[config.mk]
export PLATFORM = sky130hd
export DESIGN_NAME = mmit_core
export DESIGN_NICKNAME = d
export VERILOG_FILES = /design/src/mmit_pkg.sv /design/src/mmit_core.sv
export VERILOG_INCLUDE_DIRS = /design/src
export SDC_FILE = /design/constraint.sdc
export NUM_CORES = 1
export LEC_CHECK = 0
export ABC_CLOCK_PERIOD_IN_PS = 6950
export BUFFER_PORTS_ARGS = -buffer_cell sky130_fd_sc_hd__buf_2
export CAP_MARGIN = 15
export CORE_ASPECT_RATIO = 0.6
export CORE_MARGIN = 2
export CORE_UTILIZATION = 51
export DETAILED_ROUTE_END_ITERATION = 10
export PLACE_DENSITY = 0.86
export SYNTH_ARGS = -nofsm -noshare
export SYNTH_HDL_FRONTEND = slang
export SYNTH_SLANG_ARGS = --single-unit
[constraint.sdc]
create_clock -name clk -period 6.95 [get_ports clk]
set_clock_uncertainty 0.15 [all_clocks]
set_input_delay 0.3475 -clock clk [delete_from_list [all_inputs] [get_ports clk]]
set_output_delay 0.3475 -clock clk [all_outputs]
set_load 0.01 [all_outputs]
[src/mmit_defines.svh]
`ifndef MMIT_DEFINES_SVH
`define MMIT_DEFINES_SVH

// Register byte addresses
`define MMIT_ADDR_CTRL      12'h000
`define MMIT_ADDR_REGION    12'h004
`define MMIT_ADDR_VGA_TRAP_CONTROL    12'h008
`define MMIT_ADDR_VGAMASK   12'h00C
`define MMIT_ADDR_STATUS    12'h010
`define MMIT_ADDR_HDRFLAGS  12'h014

// Control register fields
`define MMIT_CTRL_ENABLE    0
`define MMIT_CTRL_CODEACC   1

// Region register: base in [31:12], size code in [3:0]
`define MMIT_REG_SIZE_LSB   0
`define MMIT_REG_SIZE_W     4
`define MMIT_REG_BASE_LSB   12
`define MMIT_SIZE_MAX       4'hE

// VGA trap control bits
`define MMIT_VGA_A0         0
`define MMIT_VGA_B0         1
`define MMIT_VGA_B8         2
`define MMIT_VGA_IO3B       3
`define MMIT_VGA_IO3C       4
`define MMIT_VGA_IO3D       5

// Opcodes (second byte after 0F)
`define MMIT_OP_SVSEG       8'h78
`define MMIT_OP_RSSEG       8'h79
`define MMIT_OP_SAVE_LOCAL_TABLE       8'h7A
`define MMIT_OP_RESTORE_LOCAL_TABLE       8'h7B
`define MMIT_OP_SVTR        8'h7C
`define MMIT_OP_RSTR        8'h7D
`define MMIT_OP_ENTRY       8'h38
`define MMIT_OP_RESUME      8'hAA
`define MMIT_SREG_CS        3'h1
`define MMIT_SREG_NONE      3'h6
`define MMIT_OPND_BITS      7'h50

// VGA ranges
`define MMIT_VGA_A0_BASE    32'h000A0000
`define MMIT_VGA_B0_BASE    32'h000B0000
`define MMIT_VGA_B8_BASE    32'h000B8000
`define MMIT_IO_3B_HI       12'h03B
`define MMIT_IO_3C_HI       12'h03C
`define MMIT_IO_3D_HI       12'h03D

// Reset values
`define MMIT_RST_REGION     32'h00000000
`define MMIT_RST_STATUS     32'h00000000

`endif

[src/mmit_pkg.sv]
package mmit_pkg;

	// Decoded management instruction kinds
	typedef enum logic [3:0] {
		MMIT_OP_NONE   = 4'b0000,
		MMIT_OP_SVSEG  = 4'b0001,
		MMIT_OP_RSSEG  = 4'b0010,
		MMIT_OP_SAVE_LOCAL_TABLE  = 4'b0011,
		MMIT_OP_RESTORE_LOCAL_TABLE  = 4'b0100,
		MMIT_OP_SVTR   = 4'b0101,
		MMIT_OP_RSTR   = 4'b0110,
		MMIT_OP_ENTRY  = 4'b0111,
		MMIT_OP_RESUME = 4'b1000
	} mmit_op_e;

	// Session state of the core
	typedef enum logic [1:0] {
		MMIT_ST_NORMAL = 2'b00,
		MMIT_ST_HWSESS = 2'b01,
		MMIT_ST_SWSESS = 2'b10
	} mmit_state_e;

	// Instruction presented at decode
	typedef struct packed {
		logic        valid;
		logic [7:0]  opcode;
		logic [2:0]  modrmReg;
		logic [1:0]  cpl;
	} mmit_instr_s;

	// Memory or I/O access presented at decode / bus unit
	typedef struct packed {
		logic        valid;
		logic        isIo;
		logic        write;
		logic [31:0] addr;
	} mmit_access_s;

	// Outcome of one decode cycle
	typedef struct packed {
		logic        invalidOpcode;
		logic        execute;
		mmit_op_e    op;
		logic [2:0]  sreg;
		logic [6:0]  operandBits;
	} mmit_result_s;

endpackage

[src/mmit_core.sv]
// Operation
// - Mode instructions need enable, size>0, CPL0, code access or in-mode
// - Failed conditions: invalid opcode for save, restore and resume
// - Instruction address need not lie inside the management region
// - Outside the mode, entry needs enable, size>0, CPL0 and code access
// - External interrupt during a software session waits until resume
// - Save and restore instructions move an 80-bit operand with descriptor
// - 0F 78h saves, 0F 79h restores a segment picked by ModRM reg
// - Restoring the code segment raises an exception
// - 0F 7Ah and 0F 7Bh, reg 000, save and restore local table
// - 0F 7Ch and 0F 7Dh, reg 000, save and restore task register
// - 0F 38h enters the mode, saves header, fetches at region base
// - 0F AAh leaves the mode, restores header, resumes interrupted point; the code redirects fetch to region base instead
// - Every management interrupt starts the handler at region base
// - All accesses in the management region are cacheable; the code forces only fetches at fetchAddr
// - Enabled ranges trap memory writes to A0000h, B0000h, B8000h windows
// - Memory reads of VGA ranges never trap
// - Enabled I/O reads or writes to 3B0h, 3C0h, 3D0h blocks trap
// - VGA memory-write traps are detected at instruction decode
// - Trap control register has one enable per range
// - 32-bit mask suppresses 2 KB blocks, only within A0000h window
// - With A0000h trapping off the mask is ignored
// - VGA-caused interrupts set the VGA flag in the saved header
// - Header software-entry flag is 1 for entry instruction, else 0
//
// Implementation choices: the AHB-Lite slave port and the register addresses.
`include "mmit_defines.svh"

module mmit_core (
	// Clock and reset
	input  wire logic                  clk,
	input  wire logic                  rst,
	// AHB-Lite slave
	input  wire logic                  hsel,
	input  wire logic [31:0]           haddr,
	input  wire logic [1:0]            htrans,
	input  wire logic                  hwrite,
	input  wire logic [2:0]            hsize,
	input  wire logic [31:0]           hwdata,
	input  wire logic                  hready,
	output logic      [31:0]           hrdata,
	output logic                       hreadyout,
	output logic                       hresp,
	// Decode stage
	input  wire mmit_pkg::mmit_instr_s  instr,
	input  wire mmit_pkg::mmit_access_s access,
	input  wire logic [31:0]           fetchAddr,
	input  wire logic                  ext_mgmt_interrupt_n,
	// Results
	output mmit_pkg::mmit_result_s      result,
	output logic                       management_mode,
	output logic                       redirectFetch,
	output logic      [31:0]           redirectAddr,
	output logic                       cacheableForce,
	output logic                       vgaTrap
);

	// Register state
	logic [1:0]                ctrl_q;
	logic [31:0]               region_q;
	logic [5:0]                vga_trap_control_q;
	logic [31:0]               vgaMask_q;
	logic                      hdrVga_q;
	logic                      hdrSw_q;
	logic                      hdrExt_q;
	logic                      extPend_q;
	logic                      extSync1_q;
	logic                      extSync2_q;
	logic                      extPrev_q;
	mmit_pkg::mmit_state_e     state_q;
	mmit_pkg::mmit_state_e     state_d;
	logic                      aphase_q;
	logic                      aWrite_q;
	logic [11:0]               aAddr_q;

	// Size mask from size code: code k means 4 KB shifted by k
	function automatic logic [31:0] sizeMask(input logic [3:0] code);
		logic [31:0] m;
		m = 32'h00000FFF;
		for (int i = 1; i <= 14; i++) begin
			if (code > 4'(i - 1)) begin
				m = (m << 1) | 32'h00000001;
			end
		end
		return m;
	endfunction

	// Address lies inside an aligned window
	function automatic logic inWindow(input logic [31:0] a,
		input logic [31:0] base, input logic [31:0] mask);
		return (a & ~mask) == base;
	endfunction

	// Condition decode
	wire logic [3:0]  sizeCode = region_q[`MMIT_REG_SIZE_LSB +:
		`MMIT_REG_SIZE_W];
	wire logic        sizeOk   = sizeCode != 4'h0;
	wire logic        inMode   = state_q != mmit_pkg::MMIT_ST_NORMAL;
	wire logic        baseOk   = ctrl_q[`MMIT_CTRL_ENABLE] && sizeOk &&
		instr.cpl == 2'h0;
	// Fetch address deliberately unused in the gate
	wire logic        instrOk  = baseOk &&
		(ctrl_q[`MMIT_CTRL_CODEACC] || inMode);
	wire logic        entryOk  = baseOk && !inMode &&
		ctrl_q[`MMIT_CTRL_CODEACC];
	wire logic [31:0] rMask    = sizeMask(sizeCode - 4'h1);
	wire logic [31:0] rBase    = {region_q[31:`MMIT_REG_BASE_LSB],
		12'h000} & ~rMask;

	// Opcode decode
	wire logic [7:0]  opc      = instr.opcode;
	wire logic        reg0     = instr.modrmReg == 3'h0;
	wire logic        segOk    = instr.modrmReg != `MMIT_SREG_CS &&
		instr.modrmReg < `MMIT_SREG_NONE;
	mmit_pkg::mmit_op_e opKind;
	assign opKind =
		opc == `MMIT_OP_SVSEG  ? mmit_pkg::MMIT_OP_SVSEG  :
		opc == `MMIT_OP_RSSEG  ? mmit_pkg::MMIT_OP_RSSEG  :
		opc == `MMIT_OP_SAVE_LOCAL_TABLE  ? mmit_pkg::MMIT_OP_SAVE_LOCAL_TABLE  :
		opc == `MMIT_OP_RESTORE_LOCAL_TABLE  ? mmit_pkg::MMIT_OP_RESTORE_LOCAL_TABLE  :
		opc == `MMIT_OP_SVTR   ? mmit_pkg::MMIT_OP_SVTR   :
		opc == `MMIT_OP_RSTR   ? mmit_pkg::MMIT_OP_RSTR   :
		opc == `MMIT_OP_ENTRY  ? mmit_pkg::MMIT_OP_ENTRY  :
		opc == `MMIT_OP_RESUME ? mmit_pkg::MMIT_OP_RESUME :
		mmit_pkg::MMIT_OP_NONE;

	// Operand encoding check per instruction
	wire logic isSeg   = opKind == mmit_pkg::MMIT_OP_SVSEG ||
		opKind == mmit_pkg::MMIT_OP_RSSEG;
	wire logic isTable = opKind == mmit_pkg::MMIT_OP_SAVE_LOCAL_TABLE ||
		opKind == mmit_pkg::MMIT_OP_RESTORE_LOCAL_TABLE ||
		opKind == mmit_pkg::MMIT_OP_SVTR ||
		opKind == mmit_pkg::MMIT_OP_RSTR;
	// Saving CS is allowed; only restoring it faults
	wire logic encOk   = (opKind == mmit_pkg::MMIT_OP_SVSEG &&
		instr.modrmReg < `MMIT_SREG_NONE) ||
		(opKind == mmit_pkg::MMIT_OP_RSSEG && segOk) ||
		(isTable && reg0);
	wire logic isEntry = opKind == mmit_pkg::MMIT_OP_ENTRY;
	wire logic isRes   = opKind == mmit_pkg::MMIT_OP_RESUME;
	wire logic isMgmt  = instr.valid && opKind != mmit_pkg::MMIT_OP_NONE;

	wire logic goSave  = isMgmt && (isSeg || isTable) && instrOk && encOk;
	wire logic goEntry = isMgmt && isEntry && entryOk;
	wire logic goRes   = isMgmt && isRes && instrOk && inMode;
	wire logic fault   = isMgmt && !(goSave || goEntry || goRes) &&
		!(isEntry && inMode);

	// VGA trap decode at the decode stage, memory writes only, I/O reads and writes
	wire logic memWr  = access.valid && !access.isIo && access.write;
	wire logic hitA0  = inWindow(access.addr, `MMIT_VGA_A0_BASE,
		32'h0000FFFF);
	wire logic hitB0  = inWindow(access.addr, `MMIT_VGA_B0_BASE,
		32'h00007FFF);
	wire logic hitB8  = inWindow(access.addr, `MMIT_VGA_B8_BASE,
		32'h00007FFF);
	wire logic [4:0] blk = access.addr[15:11];
	// Mask consulted only when the A0000h window itself is enabled
	wire logic trapA0 = hitA0 && vga_trap_control_q[`MMIT_VGA_A0] &&
		!vgaMask_q[blk];
	wire logic memTrap = memWr && (trapA0 ||
		(hitB0 && vga_trap_control_q[`MMIT_VGA_B0]) ||
		(hitB8 && vga_trap_control_q[`MMIT_VGA_B8]));
	wire logic [11:0] ioHi = access.addr[15:4];
	wire logic ioTrap = access.valid && access.isIo &&
		access.addr[31:16] == 16'h0000 &&
		((ioHi == `MMIT_IO_3B_HI && vga_trap_control_q[`MMIT_VGA_IO3B]) ||
		(ioHi == `MMIT_IO_3C_HI && vga_trap_control_q[`MMIT_VGA_IO3C]) ||
		(ioHi == `MMIT_IO_3D_HI && vga_trap_control_q[`MMIT_VGA_IO3D]));
	// No new VGA trap is taken while already inside the mode
	wire logic vgaHit = (memTrap || ioTrap) && !inMode;

	// External pin edge, deferred during software sessions
	wire logic extEdge = extSync2_q == 1'b0 && extPrev_q == 1'b1;
	wire logic extReq  = extEdge || extPend_q;
	wire logic extTake = extReq && !inMode;

	// Session state transitions
	always_comb begin
		state_d = state_q;
		case (state_q)
			mmit_pkg::MMIT_ST_NORMAL: begin
				if (goEntry) begin
					state_d = mmit_pkg::MMIT_ST_SWSESS;
				end else if (vgaHit || extTake) begin
					state_d = mmit_pkg::MMIT_ST_HWSESS;
				end
			end
			mmit_pkg::MMIT_ST_HWSESS,
			mmit_pkg::MMIT_ST_SWSESS: begin
				if (goRes) begin
					state_d = mmit_pkg::MMIT_ST_NORMAL;
				end
			end
			default: state_d = mmit_pkg::MMIT_ST_NORMAL;
		endcase
	end

	wire logic enterNow = state_q == mmit_pkg::MMIT_ST_NORMAL &&
		state_d != mmit_pkg::MMIT_ST_NORMAL;

	// Session and header flags
	always_ff @(posedge clk or posedge rst) begin
		if (rst) begin
			state_q   <= mmit_pkg::MMIT_ST_NORMAL;
			hdrVga_q  <= 1'b0;
			hdrSw_q   <= 1'b0;
			hdrExt_q  <= 1'b0;
			extPend_q <= 1'b0;
		end else begin
			state_q <= state_d;
			if (enterNow) begin
				hdrSw_q  <= goEntry;
				hdrVga_q <= !goEntry && vgaHit;
				hdrExt_q <= !goEntry && !vgaHit && extTake;
			end
			// Pending edge kept until a session may take it
			if (extReq && (inMode || goEntry || vgaHit)) begin
				extPend_q <= 1'b1;
			end else if (extTake) begin
				extPend_q <= 1'b0;
			end
		end
	end

	// Pin synchroniser
	always_ff @(posedge clk or posedge rst) begin
		if (rst) begin
			extSync1_q <= 1'b1;
			extSync2_q <= 1'b1;
			extPrev_q  <= 1'b1;
		end else begin
			extSync1_q <= ext_mgmt_interrupt_n;
			extSync2_q <= extSync1_q;
			extPrev_q  <= extSync2_q;
		end
	end

	// Decode outputs registered
	always_ff @(posedge clk or posedge rst) begin
		if (rst) begin
			result          <= '0;
			management_mode <= 1'b0;
			redirectFetch   <= 1'b0;
			redirectAddr    <= 32'h00000000;
			cacheableForce  <= 1'b0;
			vgaTrap         <= 1'b0;
		end else begin
			result.invalidOpcode <= fault;
			result.execute       <= goSave || goEntry || goRes;
			result.op            <= isMgmt ? opKind :
				mmit_pkg::MMIT_OP_NONE;
			result.sreg          <= instr.modrmReg;
			result.operandBits   <= goSave ? `MMIT_OPND_BITS :
				7'h00;
			management_mode      <= state_d != mmit_pkg::MMIT_ST_NORMAL;
			redirectFetch        <= enterNow || goRes;
			redirectAddr         <= rBase;
			cacheableForce       <= inWindow(fetchAddr, rBase,
				rMask) && sizeOk;
			vgaTrap              <= vgaHit && !goEntry;
		end
	end

	// Bus decode
	wire logic aValid = hsel && hready && htrans[1];
	wire logic wrCtl  = aphase_q && aWrite_q &&
		aAddr_q == `MMIT_ADDR_CTRL;
	wire logic wrReg  = aphase_q && aWrite_q &&
		aAddr_q == `MMIT_ADDR_REGION;
	wire logic wrVga  = aphase_q && aWrite_q &&
		aAddr_q == `MMIT_ADDR_VGA_TRAP_CONTROL;
	wire logic wrMask = aphase_q && aWrite_q &&
		aAddr_q == `MMIT_ADDR_VGAMASK;
	wire logic [3:0] wSize = hwdata[3:0] > `MMIT_SIZE_MAX ?
		`MMIT_SIZE_MAX : hwdata[3:0];
	wire logic [31:0] rdMux =
		aAddr_q == `MMIT_ADDR_CTRL    ? {30'h0, ctrl_q} :
		aAddr_q == `MMIT_ADDR_REGION  ? region_q :
		aAddr_q == `MMIT_ADDR_VGA_TRAP_CONTROL  ? {26'h0, vga_trap_control_q} :
		aAddr_q == `MMIT_ADDR_VGAMASK ? vgaMask_q :
		aAddr_q == `MMIT_ADDR_STATUS  ? {29'h0, extPend_q, state_q} :
		aAddr_q == `MMIT_ADDR_HDRFLAGS ?
			{29'h0, hdrExt_q, hdrVga_q, hdrSw_q} : 32'h00000000;

	// Address phase capture
	always_ff @(posedge clk or posedge rst) begin
		if (rst) begin
			aphase_q <= 1'b0;
			aWrite_q <= 1'b0;
			aAddr_q  <= 12'h000;
		end else if (hready) begin
			aphase_q <= aValid;
			aWrite_q <= hwrite;
			aAddr_q  <= {haddr[11:2], 2'h0};
		end
	end

	// Register writes; oversize codes clipped to 32 MB
	always_ff @(posedge clk or posedge rst) begin
		if (rst) begin
			ctrl_q    <= 2'h0;
			region_q  <= `MMIT_RST_REGION;
			vga_trap_control_q  <= 6'h00;
			vgaMask_q <= 32'h00000000;
		end else begin
			if (wrCtl) ctrl_q <= hwdata[1:0];
			if (wrReg) region_q <= {hwdata[31:12], 8'h00, wSize};
			if (wrVga) vga_trap_control_q <= hwdata[5:0];
			if (wrMask) vgaMask_q <= hwdata;
		end
	end

	// Read data with one wait state, write with none
	// Loading from the live address would race a write landing that edge,
	// so a read stalls one cycle and the mux sees settled registers
	always_ff @(posedge clk or posedge rst) begin
		if (rst) begin
			hrdata    <= 32'h00000000;
			hreadyout <= 1'b1;
			hresp     <= 1'b0;
		end else begin
			hreadyout <= !(aValid && !hwrite);
			hresp     <= 1'b0;
			if (aphase_q && !aWrite_q) begin
				hrdata <= rdMux; // Stands until the data phase ends
			end
		end
	end

endmodule // mmit_core

==> impl_metrics.env <==
export IMPL_grt_first_pass_wirelength_um=31000
export IMPL_muxShareOfSynthArea_pct=15.5
export IMPL_layout_common_cells="buf_2, dfrtp_1, nor2_1, mux2_2, nand2_1"
export IMPL_syn_inst=631
export IMPL_yosysWarningCount=0
export IMPL_min_delay_start="hwdata[19]"
export IMPL_synth_area_sq_um=7440
export IMPL_cts_root_buf="clkbuf_16"
export IMPL_ant_nets=0
export IMPL_slew_violations=0
export IMPL_hold_path_class="input port to flop"
export IMPL_powerDensity_nw_per_um2=263
export IMPL_drive_gt1_share_pct=36.8
export IMPL_vdd_ir_drop_max_mv=0.159
export IMPL_rows=34
export IMPL_cts_sinks=152
export IMPL_finalSetupViolCount=0
export IMPL_power_total_uw=2390
export IMPL_avgSynthCellArea_sq_um=11.8
export IMPL_synth_top_family_by_area="multiplexers"
export IMPL_yosys_area_share_simple_pct=13.8
export IMPL_grt_pass1_vias=5709
export IMPL_period_needed_ps=3930
export IMPL_use_met2_pct=37.1
export IMPL_drc=0
export IMPL_vias_per_cell=5.59
export IMPL_ys_seq_area_share_pct=51.2
export IMPL_clkTransAtPathRegs_ps=80
export IMPL_fin_crit_sh_pct=56.5
export IMPL_synth_area_leaders="dfrtp_1, mux2_2, nor2_1, mux2_4, mux2_1"
export IMPL_path_max_fanout=32
export IMPL_rsz0062_at_grt="no"
export IMPL_fp_dieH_um=97.6
export IMPL_pin_count=242
export IMPL_p_leak_uw=0.00430
export IMPL_hold_viol_final=0
export IMPL_h_tree_depth=4
export IMPL_synth_ff_type="dfrtp_1"
export IMPL_postCtsSetupBuffers=0
export IMPL_coreArea_sq_um=14400
export IMPL_top_usage_layer="met1"
export IMPL_path_cells="or4_4 > nor3_2 > nand2_1 > nor2_4 > nand3_2 > mux2_1"
export IMPL_crit_slowest_cell="nand3_2"
export IMPL_die_area_sq_um=15600
export IMPL_startpoint_type="flop"
export IMPL_dr_pass1_iters=5
export IMPL_area_growth_pct=21.9
export IMPL_synth_fa_ha_area_share_pct=1.01
export IMPL_antenna_found_initial=2
export IMPL_ys_types=80
export IMPL_via_count=5746
export IMPL_die_w_um=160
export IMPL_hpwl_um=13900
export IMPL_synth_top_area_share_pct=49.8
export IMPL_cp_end_kind="flop"
export IMPL_fin_setup_tns_ps=0
export IMPL_multi_input_area_sq_um=3350
export IMPL_regArea_sq_um=3810
export IMPL_maxCapViolCount=0
export IMPL_use_met1_pct=38.8
export IMPL_status="completed"
export IMPL_routed_wl_um=19400
export IMPL_drt_iter0_markers=388
export IMPL_start_util_pct=51.8
export IMPL_diodes=0
export IMPL_synth_area_leader_cell="dfrtp_1"
export IMPL_use_met3_pct=5.12
export IMPL_worstReg2RegEnd="vgaMask_q[6]"
export IMPL_worstPathRequired_ps=7090
export IMPL_finalNetCount=978
export IMPL_grt_max_degree=89
export IMPL_wl_per_cell_um=18.9
export IMPL_ctsResizeCount=0
export IMPL_grt_overflow_total=0
export IMPL_reg2reg_slack_ps=3020
export IMPL_clock_latency_ps=420
export IMPL_r2r_cells=6
export IMPL_nFillCells=1185
export IMPL_crit_path_max_incr_delay_ps=890
export IMPL_synth_compound_area_share_pct=11.0
export IMPL_worstReg2RegStart="aAddr_q[8]"
export IMPL_whs_ps=11.3
export IMPL_synth_edf_count=0
export IMPL_ys_seq_elements=152
export IMPL_fmax_mhz=255
export IMPL_layout_commonest_cell="buf_2"
export IMPL_synth_xor_area_share_pct=2.71
export IMPL_async_flop_share_pct=100
export IMPL_place_congestion=0.867
export IMPL_min_path_cells=2
export IMPL_path_class="flop to flop"
export IMPL_portBuffers=181
export IMPL_max_slew_margin_pct=21.5
export IMPL_worstPathArrival_ps=4070
export IMPL_hold_path_end="region_q[19]"
export IMPL_worst_pin_slew_ps=1170
export IMPL_cts_buffers=17
export IMPL_cts_tree="yes"
export IMPL_cts_buffer_depth=2
export IMPL_grt_total_usage_pct=25.6
final cells by class:
cell class | instances | share of cell area, %
clock buffers | 18 | 4.73
clock inverters | 14 | 1.46
inverters | 18 | 0.800
multi-input cells | 432 | 36.9
flip-flops and latches | 152 | 42.0
well taps | 198 | 2.73
repair buffers | 195 | 11.4
metrics by stage:
step                      std cells  util, %  cell area, sq um  setup WS (ps)
after floorplan                 648        -              7510           2370
final                          1027     63.1              9080           3020
after CTS                      1027     63.1              9080           3090
after detailed placement        984     58.4              8400           3100
after global placement          984     58.4              8400           3150
after global routing           1027     63.1              9080           2880
state kept, by name, indices dropped and copies added (netlist names), 2 cells and up:
name,count
vgaMask_q,32
ctrl_q,2
aAddr_q,10
vga_trap_control_q,6
hrdata,32
result,10
redirectAddr,20
region_q,24
state_q,2
how the worst max path moves through the flow:
stage	startpoint	endpoint	slack, ps
after floorplan	rst	aAddr_q[10]	2370
after global placement	aAddr_q[8]	vgaMask_q[20]	3150
after detailed placement	aAddr_q[8]	vgaMask_q[9]	3100
after CTS	aAddr_q[8]	vgaMask_q[6]	3090
after global routing	aAddr_q[8]	vgaMask_q[10]	2880
final	aAddr_q[8]	vgaMask_q[6]	3020
logic make-up (layout without fill, tap and decap cells):
group,after synthesis,count (layout)
AOI/OAI and AO/OA,107,107
xor gates and xnor gates,23,23
adders and majority gates,6,6
buffers and inverters,64,245
DFF,152,152
muxes,93,93
other,1,18
and+or+nand+nor,185,185
repair_timing:
| item | 4_1_cts | 5_1_grt |
|---|---|---|
| hold endpoints to repair | 93 | 0 |
| hold buffers | 11 | 0 |
| endpoints found under the setup margin | 0 | 0 |
worst max-delay path: cells and delay by family (launching register included):
family        cells  cell delay [ps]
flops             1              370
mux               1              620
simple gates      5             2650
report_power, final:
| group | switching (uW) | internal [uW] |
|---|---|---|
| clock | 407 | 473 |
| combinational | 258 | 214 |
| sequential | 65.7 | 970 |
layer usage:
metal | vias to the layer above | part of all wire (%) | wire length [um]
met2 | 218 | 43 | 8310
met5 | - | 0.093 | 18
met1 | 2861 | 49 | 9560
li1 | 2635 | - | -
met4 | 4 | 1.5 | 291
met3 | 28 | 6.4 | 1240
synthesized netlist by cell type, types with 7 or more instances:
cell type,instances
a21oi_1,18
a221oi_1,20
buf_2,7
buf_4,20
clkbuf_1,15
dfrtp_1,148
inv_1,17
mux2_1,16
mux2_2,49
mux2_4,13
mux2i_1,10
nand2_1,35
nand3_1,10
nand4b_1,7
nor2_1,64
nor3_1,7
o21ai_0,18
xnor2_1,17
Power figures use the tool's default switching activity.
